`config.mk`:
```
export PLATFORM = sky130hd
export DESIGN_NAME = host_bus_interface
export DESIGN_NICKNAME = d
export VERILOG_FILES = /design/src/verilog/host_bus_pkg.sv /design/src/verilog/host_bus_interface.sv /design/src/verilog/pin_sync.sv
export VERILOG_INCLUDE_DIRS = /design/src /design/src/verilog
export SDC_FILE = /design/constraint.sdc
export NUM_CORES = 1
export LEC_CHECK = 0
export BUFFER_PORTS_ARGS = -buffer_cell sky130_fd_sc_hd__buf_2
export CORE_AREA = 2 2 74 128
export CTS_BUF_LIST = sky130_fd_sc_hd__clkbuf_8
export CTS_CLUSTER_SIZE = 12
export DETAILED_ROUTE_END_ITERATION = 8
export DIE_AREA = 0 0 76 130
export PLACE_DENSITY = 0.87
export SYNTH_ARGS = -nofsm -noshare
export SYNTH_HDL_FRONTEND = slang
export SYNTH_SLANG_ARGS = --single-unit
```
`constraint.sdc`:
```
create_clock -name clk -period 1.86 [get_ports clk]
set_input_delay 0.186 -clock clk [delete_from_list [all_inputs] [get_ports clk]]
set_output_delay 0.186 -clock clk [all_outputs]
set_load 0.005 [all_outputs]
```
`src/verilog/host_bus_defs.svh`:
```
`ifndef HOST_BUS_DEFS_SVH
`define HOST_BUS_DEFS_SVH

// Register address and data widths of the host port.
`define ADDR_W 12
`define DATA_W 8

// Control register location, its reset value and its two bits.
`define CTRL_ADDR 12'h006
`define CTRL_RESET 8'h00
`define CTRL_LATCH_BIT 3
`define CTRL_INVERT_BIT 4

// First address of the shadow register bank.
`define SHADOW_BASE 12'h010

// Value returned for an address that holds no register.
`define UNMAPPED_DATA 8'h00

// Depth of every pin synchroniser.
`define SYNC_STAGES 2

`endif

```
`src/verilog/host_bus_pkg.sv`:
```
`default_nettype none

package host_bus_pkg;

  // Host control pins that cross into the system clock together.
  typedef struct packed {
    logic style;
    logic sel_n;
    logic rd_n;
    logic wr_n;
    logic pulse;
  } pins_t;

  // Decoded host request.
  typedef struct packed {
    logic active;
    logic is_read;
  } request_t;

  typedef enum logic [0:0] {
    ST_IDLE,
    ST_DONE
  } state_t;

endpackage : host_bus_pkg

`default_nettype wire

```
`src/verilog/host_bus_interface.sv`:
```
`include "host_bus_defs.svh"
`default_nettype none

module host_bus_interface #(
  parameter int N_COUNTERS = 8
) (
  input wire logic clk,
  input wire logic reset,
  input wire logic bus_style_select,
  input wire logic [`ADDR_W-1:0] addr,
  input wire logic [`DATA_W-1:0] data_in,
  output logic [`DATA_W-1:0] data_out,
  output logic data_oe,
  input wire logic sel_n,
  input wire logic rd_n,
  input wire logic wr_n,
  output logic transfer_acknowledge,
  output logic transfer_acknowledge_oe,
  input wire logic irq_request,
  output logic host_interrupt_line,
  input wire logic one_second_latch_pulse,
  input wire logic [N_COUNTERS*`DATA_W-1:0] counter_values,
  output logic shadow_latch_enable,
  output logic interrupt_sense_invert
);

  host_bus_pkg::pins_t raw_pins;
  host_bus_pkg::pins_t pins;
  host_bus_pkg::request_t req;
  host_bus_pkg::request_t raw_req;
  host_bus_pkg::state_t state;
  host_bus_pkg::state_t next_state;
  logic [`DATA_W-1:0] ctrl;
  logic [`DATA_W-1:0] shadow [N_COUNTERS];
  logic [`DATA_W-1:0] next_read_data;
  logic pulse_seen;
  logic pulse_rise;
  logic start;

  // Bus style decides how select and strobes combine into one request.
  function automatic host_bus_pkg::request_t decode(input host_bus_pkg::pins_t p);
    host_bus_pkg::request_t r;
    if (p.style) begin
      r.active = !p.sel_n;
      r.is_read = p.rd_n;
    end else begin
      r.active = !p.sel_n && (!p.rd_n || !p.wr_n);
      r.is_read = !p.rd_n;
    end
    return r;
  endfunction

  // Pins enter through a synchroniser so each strobe yields one access.
  assign raw_pins = '{style: bus_style_select, sel_n: sel_n, rd_n: rd_n, wr_n: wr_n,
                      pulse: one_second_latch_pulse};

  pin_sync #(
    .WIDTH(5),
    .RESET_VALUE(5'h0E)
  ) u_sync (
    .clk(clk),
    .reset(reset),
    .d(raw_pins),
    .q(pins)
  );

  assign req = decode(pins);
  assign raw_req = decode(raw_pins);
  assign start = (state == host_bus_pkg::ST_IDLE) && req.active;

  // Read multiplexer over control and shadow registers; holes read as zero.
  always_comb begin
    next_read_data = `UNMAPPED_DATA;
    if (addr == `CTRL_ADDR) begin
      next_read_data = ctrl;
    end
    for (int i = 0; i < N_COUNTERS; i++) begin
      // The loop index is cut to the address width so the sum stays twelve bits wide.
      if (addr == `SHADOW_BASE + i[`ADDR_W-1:0]) begin
        next_read_data = shadow[i];
      end
    end
  end

  // An access completes on the cycle it is seen and then waits for release.
  always_comb begin
    case (state)
      host_bus_pkg::ST_IDLE: next_state = req.active ? host_bus_pkg::ST_DONE : host_bus_pkg::ST_IDLE;
      host_bus_pkg::ST_DONE: next_state = req.active ? host_bus_pkg::ST_DONE : host_bus_pkg::ST_IDLE;
      default: next_state = host_bus_pkg::ST_IDLE;
    endcase
  end

  always_ff @(posedge clk) begin
    if (reset) begin
      state <= host_bus_pkg::ST_IDLE;
    end else begin
      state <= next_state;
    end
  end

  // Control register write; only the first cycle of an access writes.
  always_ff @(posedge clk) begin
    if (reset) begin
      ctrl <= `CTRL_RESET;
    end else if (start && !req.is_read && addr == `CTRL_ADDR) begin
      ctrl <= data_in;
    end
  end

  // Read data is captured once and held until the strobe goes away.
  always_ff @(posedge clk) begin
    if (reset) begin
      data_out <= `UNMAPPED_DATA;
      data_oe <= 1'b0;
    end else begin
      if (start && req.is_read) begin
        data_out <= next_read_data;
      end
      data_oe <= (next_state == host_bus_pkg::ST_DONE) && req.is_read;
    end
  end

  // Ready drops as soon as a strobe is seen, since the answer needs the synchroniser delay.
  always_ff @(posedge clk) begin
    if (reset) begin
      transfer_acknowledge <= 1'b1;
      transfer_acknowledge_oe <= 1'b0;
    end else if (pins.style) begin
      transfer_acknowledge <= 1'b0;
      transfer_acknowledge_oe <= (next_state == host_bus_pkg::ST_DONE);
    end else begin
      transfer_acknowledge <= !(raw_req.active && state == host_bus_pkg::ST_IDLE);
      transfer_acknowledge_oe <= 1'b1;
    end
  end

  // Rising edge of the synchronised pulse, looked at after the second stage only.
  always_ff @(posedge clk) begin
    if (reset) begin
      pulse_seen <= 1'b0;
    end else begin
      pulse_seen <= pins.pulse;
    end
  end

  assign pulse_rise = pins.pulse && !pulse_seen;

  // Counters are copied as a set so software sees one consistent second.
  always_ff @(posedge clk) begin
    if (reset) begin
      for (int i = 0; i < N_COUNTERS; i++) begin
        shadow[i] <= `UNMAPPED_DATA;
      end
    end else if (pulse_rise && ctrl[`CTRL_LATCH_BIT]) begin
      for (int i = 0; i < N_COUNTERS; i++) begin
        shadow[i] <= counter_values[i*`DATA_W +: `DATA_W];
      end
    end
  end

  // Interrupt sense: high-active in strobe style, low-active in line style, both reversed while the control invert bit is set.
  always_ff @(posedge clk) begin
    if (reset) begin
      host_interrupt_line <= 1'b0;
      shadow_latch_enable <= 1'b0;
      interrupt_sense_invert <= 1'b0;
    end else begin
      host_interrupt_line <= irq_request ^ pins.style ^ ctrl[`CTRL_INVERT_BIT];
      shadow_latch_enable <= ctrl[`CTRL_LATCH_BIT];
      interrupt_sense_invert <= ctrl[`CTRL_INVERT_BIT];
    end
  end

  AST_CTRL_WRITE: assert property (@(posedge clk) disable iff (reset)
    start && !req.is_read && addr == `CTRL_ADDR |=> ctrl == $past(data_in))
    else $error("control write not stored");

  AST_NO_SELECT_NO_WRITE: assert property (@(posedge clk) disable iff (reset)
    pins.sel_n |=> $stable(ctrl))
    else $error("control changed without select");

  AST_READ_DATA: assert property (@(posedge clk) disable iff (reset)
    start && req.is_read |=> data_oe && data_out == $past(next_read_data))
    else $error("read data not driven");

  AST_LATCH_GATED: assert property (@(posedge clk) disable iff (reset)
    pulse_rise && !ctrl[`CTRL_LATCH_BIT] |=> $stable(shadow[0]))
    else $error("shadow latched while disabled");

  AST_LATCH_TAKES: assert property (@(posedge clk) disable iff (reset)
    pulse_rise && ctrl[`CTRL_LATCH_BIT] |=> shadow[0] == $past(counter_values[`DATA_W-1:0]))
    else $error("shadow not latched");

  AST_ONE_LATCH: assert property (@(posedge clk) disable iff (reset)
    pulse_rise |=> !pulse_rise)
    else $error("double latch event");

  AST_IRQ_SENSE: assert property (@(posedge clk) disable iff (reset)
    ##1 host_interrupt_line == $past(irq_request ^ pins.style ^ ctrl[`CTRL_INVERT_BIT]))
    else $error("interrupt sense wrong");

  AST_ACK_RELEASE: assert property (@(posedge clk) disable iff (reset)
    pins.style && state == host_bus_pkg::ST_DONE && !req.active |=> !transfer_acknowledge_oe)
    else $error("acknowledge not released");

  AST_READY_DONE: assert property (@(posedge clk) disable iff (reset)
    !pins.style && state == host_bus_pkg::ST_DONE |=> transfer_acknowledge && transfer_acknowledge_oe)
    else $error("ready low after completion");

  AST_LINE_WRITE: assert property (@(posedge clk) disable iff (reset)
    pins.style && start && !pins.rd_n |=> !data_oe)
    else $error("bus driven on write");

endmodule : host_bus_interface

`default_nettype wire

```
`src/verilog/pin_sync.sv`:
```
`default_nettype none

module pin_sync #(
  parameter int WIDTH = 1,
  parameter logic [WIDTH-1:0] RESET_VALUE = '0
) (
  input wire logic clk,
  input wire logic reset,
  input wire logic [WIDTH-1:0] d,
  output logic [WIDTH-1:0] q
);

  logic [WIDTH-1:0] meta;

  // Two flops; the first is read only by the second to contain metastability.
  always_ff @(posedge clk) begin
    if (reset) begin
      meta <= RESET_VALUE;
      q <= RESET_VALUE;
    end else begin
      meta <= d;
      q <= meta;
    end
  end

endmodule : pin_sync

`default_nettype wire

```
==> key figures <==
Run status
  • Status: finished clean

Yosys
  • Area leader, netlist: sky130_fd_sc_hd__edfxtp_1
  • Post-synthesis simple-gate area fraction: 20.4%
  • Distinct cell type count of the synthesized netlist: 47
  • Net count of the mapped netlist: 455
  • Most used flip-flop cell after synthesis: sky130_fd_sc_hd__edfxtp_1
  • Most frequent cells after synthesis: sky130_fd_sc_hd__edfxtp_1, sky130_fd_sc_hd__and2_1, sky130_fd_sc_hd__dfxtp_1, sky130_fd_sc_hd__nor2b_1, sky130_fd_sc_hd__nor2_1
  • Fraction of synthesized area in multiplexers: under 10%
  • Share of the synthesized area in the top cell type: between 40% and 50%
  • EDFF count, synth: between 60 and 70
  • Xor-xnor portion of the synthesized cell area: less than 1%
  • Synth Area in Compound Gates: 9.86%
  • Sequential element share of the synthesized area: between 60% and 70%
  • Dominant combinational cell family by area after synthesis: simple AND/OR/NAND/NOR gates
  • Register bit count reported by yosys: slightly below 100
  • FFs w/ async S/R, synth: 0%
  • Synthesized area per cell: 11.8 um2
  • Most used standard cell by instance count after synthesis: sky130_fd_sc_hd__edfxtp_1
  • Largest cells by area after synthesis: sky130_fd_sc_hd__edfxtp_1, sky130_fd_sc_hd__dfxtp_1, sky130_fd_sc_hd__and2_1
  • Syn Inst Count: about 360
  • Synthesized area: approximately 4300 um2
  • Yosys warning count: 0
  • Adder-Cell Fraction of Synth Area: 0%

Timing
  • Peak Freq: 632 MHz
  • Tightest Pin Transition: about 0.39 ns
  • Maximum clock skew at final layout: between 0.007 and 0.008 ns
  • Final Hold Slack: between 0.02 and 0.03 ns
  • Tcrit/Tclk final: between 80 and 90%
  • Setup repair after global routing missed its margin: false
  • Tmin final: 1.58 ns
  • Slew HR: ~73%
  • Final Hold Viols: 0
  • Max-slew violation total from the final report: 0
  • Setup total negative slack: 0 ns
  • Setup violations, final: 0

Setup path
  • Critical Path Slowest Stage Cell: sky130_fd_sc_hd__dfxtp_1
  • Critical path's top delay family: flip-flops
  • Peak per-stage delay on the critical path: roughly 0.48 ns
  • Crit end category: flop
  • Worst path arrival time: between 1.5 and 2 ns
  • Worst Path Max Fanout: 7
  • Data required time at the worst endpoint: 2.16 ns
  • List of cells traversed by the critical path: xor2_1 -> nor3_1 -> nor2_1 -> o2bb2a_1 -> o21ai_1
  • Buf/Inv on CP: 0
  • Number of cell instances on the worst register-to-register path: 5
  • Number of gates on the worst path with buffers counted: 5
  • Kind of critical path: flop to flop
  • Startpoint class of the critical path: flop

Power and ir drop
  • Worst vdd ir: slightly below 0.6 mV
  • Leakage power figure: between 0.002 and 0.0025 uW
  • Power per Cell Area: approximately 780 nW/um2

Clock network
  • Number of sinks on the clock net: 98
  • Clk buf depth: 2
  • Total number of H-tree levels: 3
  • CTS Buf Count: 9
  • Number of post-CTS setup repair buffers: 0
  • Clock insertion delay at the later pin of the skew report: between 0.3 and 0.4 ns
  • Clock slew at the register clock pins of the worst setup and hold paths: approximately 0.08 ns
  • Number of instances resized during post-cts repair: 0
  • CTS tree: built
  • Root cell of the clock tree: sky130_fd_sc_hd__clkbuf_8
  • Post-CTS Hold Buffers: 0

Global routing
  • Antenna violations before repair: 0
  • Vias in the first global route: a little over 3,000
  • Maximum number of pins on one net before global-route repair: 49
  • Met3 routing resource usage after global routing: roughly 4.4%
  • Global-route wire length before repair: around 15,000 um
  • Busiest metal layer after global routing: met2
  • Met1 Resource Use GR: 20.7%
  • GRT Util Overall: between 10% and 20%
  • GRT Residual Overflow: 0
  • GR Util met2: approximately a third

Die
  • Die span in x: 76 um
  • Area of the die: around 9900 um2
  • Effective utilization at floorplan: slightly below 50%
  • Standard-cell row count: 46
  • Number of top-level design ports: around 110
  • Std-Cell Core Area: 8920 um2
  • Die span in y: around 130 um

Placed design
  • Cell area reported after detailed placement: 5020 um2
  • Placer Congestion: about 0.92
  • Detailed Place HPWL: a little over 7000 um
  • Count of buffers from port buffering: 105

Final layout
  • Register cell area after layout: 2600 um2
  • Final net count: 566
  • Area delta synth->final: 21.3%
  • Number of fill cells: between 700 and 800
  • Finished layout cell area: around 5200 um2
  • Share of final-layout standard cells stronger than drive strength 1: roughly 32%
  • Multi-input gate area: roughly 1600 um2

Routing
  • Violation count after the first detailed-routing iteration: just under 200
  • Via density: roughly 5.1
  • First-pass iteration count of the detailed router: 4
  • DRT antenna net count: 0
  • Detailed-route via count: between 3,000 and 4,000
  • # DRC: 0
  • Final Routed Wirelength: ~9100 um
  • Routed wirelength normalized by instance count: roughly 15 um

Hold path
  • Number of cells on the worst hold path: 2
  • Class of the tightest hold or removal check: input pin to flop

Flow run
  • Number of max-capacitance violations reported: 0
## power by group
| part | leakage (uW) | internal (uW) | switching (uW) |
|---|---|---|---|
| Clock | 0.0000954 | 606 | 680 |
| Combinational | 0.00105 | 164 | 169 |
| Sequential | 0.000927 | 2390 | 28.4 |
## registers in the layout, summed over array words and instances, names as in the netlist
signal,cells
ctrl,8
data_oe,1
data_out,8
host_interrupt_line,1
interrupt_sense_invert,1
pulse_seen,1
shadow,64
shadow_latch_enable,1
state,1
transfer_acknowledge,1
transfer_acknowledge_oe,1
u_sync.meta,5
u_sync.q,5
## cell usage in the layout, fill, tap and decap left out, types with 2 or more instances in the layout
| master | Yosys | layout |
|---|---|---|
| sky130_fd_sc_hd__mux2_2 | 7 | 7 |
| sky130_fd_sc_hd__xor2_1 | 2 | 2 |
| sky130_fd_sc_hd__buf_2 | 3 | 105 |
| sky130_fd_sc_hd__or3_1 | 2 | 2 |
| sky130_fd_sc_hd__mux2i_1 | 14 | 14 |
| sky130_fd_sc_hd__o22a_1 | 4 | 4 |
| sky130_fd_sc_hd__nor4_4 | 3 | 3 |
| sky130_fd_sc_hd__o21ai_0 | 21 | 21 |
| sky130_fd_sc_hd__inv_1 | 6 | 8 |
| sky130_fd_sc_hd__a22o_1 | 2 | 2 |
| sky130_fd_sc_hd__nor4_1 | 2 | 2 |
| sky130_fd_sc_hd__edfxtp_1 | 64 | 64 |
| sky130_fd_sc_hd__and2b_1 | 2 | 2 |
| sky130_fd_sc_hd__a22oi_1 | 3 | 3 |
| sky130_fd_sc_hd__or2_2 | 6 | 6 |
| sky130_fd_sc_hd__clkbuf_8 | 0 | 9 |
| sky130_fd_sc_hd__o31ai_1 | 3 | 3 |
| sky130_fd_sc_hd__o22ai_1 | 5 | 5 |
| sky130_fd_sc_hd__a21oi_1 | 7 | 7 |
| sky130_fd_sc_hd__nand3_1 | 3 | 3 |
| sky130_fd_sc_hd__buf_4 | 1 | 16 |
| sky130_fd_sc_hd__and2_1 | 49 | 49 |
| sky130_fd_sc_hd__nor3b_1 | 3 | 3 |
| sky130_fd_sc_hd__nor2_1 | 23 | 23 |
| sky130_fd_sc_hd__nand2_1 | 19 | 19 |
| sky130_fd_sc_hd__nor2b_1 | 27 | 27 |
| sky130_fd_sc_hd__o21ai_1 | 4 | 4 |
| sky130_fd_sc_hd__dfxtp_1 | 34 | 34 |
| sky130_fd_sc_hd__a221oi_1 | 3 | 3 |
| sky130_fd_sc_hd__nor3_1 | 4 | 4 |
| sky130_fd_sc_hd__a31oi_1 | 4 | 4 |
## worst paths after layout
check | from | to | slack, ns
worst max-delay path | u_sync.q[4]$_SDFF_PP0_ | data_out[1]$_SDFFE_PP0P_ | 0.28
worst min-delay path | rd_n | u_sync.meta[2]$_SDFF_PP1_ | 0.03
worst max register to register | u_sync.q[4]$_SDFF_PP0_ | data_out[1]$_SDFFE_PP0P_ | 0.28
worst min register to register | u_sync.meta[3]$_SDFF_PP1_ | u_sync.q[3]$_SDFF_PP1_ | 0.43
## per-stage QoR
step | total power (uW) | util [%] | cells | setup WS [ns]
finish | 4040 | 58.4 | 600 | 0.278
CTS | 4070 | 58.3 | 599 | 0.279
global placement | 2790 | 56.2 | 583 | 0.209
global route | 4200 | 58.3 | 599 | 0.136
detailed placement | 2800 | 56.2 | 583 | 0.164
floorplan | 2630 | - | 363 | 0.199
## kinds of logic (layout without fill, tap and decap cells)
family / after synthesis / after routing
AO/OA/AOI/OAI: 65 / 65
AND/OR/NAND/NOR: 147 / 147
buffers and inverters: 28 / 144
flip-flops: 98 / 98
other: 0 / 1
multiplexers: 22 / 22
XOR/XNOR: 3 / 3
## area by class of cell
| type | count | area share [%] |
|---|---|---|
| Multi-Input combinational cell | 237 | 30.3 |
| Timing Repair Buffer | 122 | 12.8 |
| Sequential cell | 98 | 50.0 |
| Clock buffer | 9 | 2.38 |
| Tap cell | 120 | 2.88 |
| Clock inverter | 7 | 1.20 |
| Inverter | 6 | 0.433 |
| Antenna cell | 1 | 0.0481 |
## routing by layer
| layer | up-vias | share of wire [%] |
|---|---|---|
| met5 | - | 0 |
| met4 | 0 | 6.1 |
| met3 | 33 | 4.3 |
| met2 | 109 | 52 |
| met1 | 1415 | 37 |
| li1 | 1519 | - |
Power figures use the tool's default switching activity.
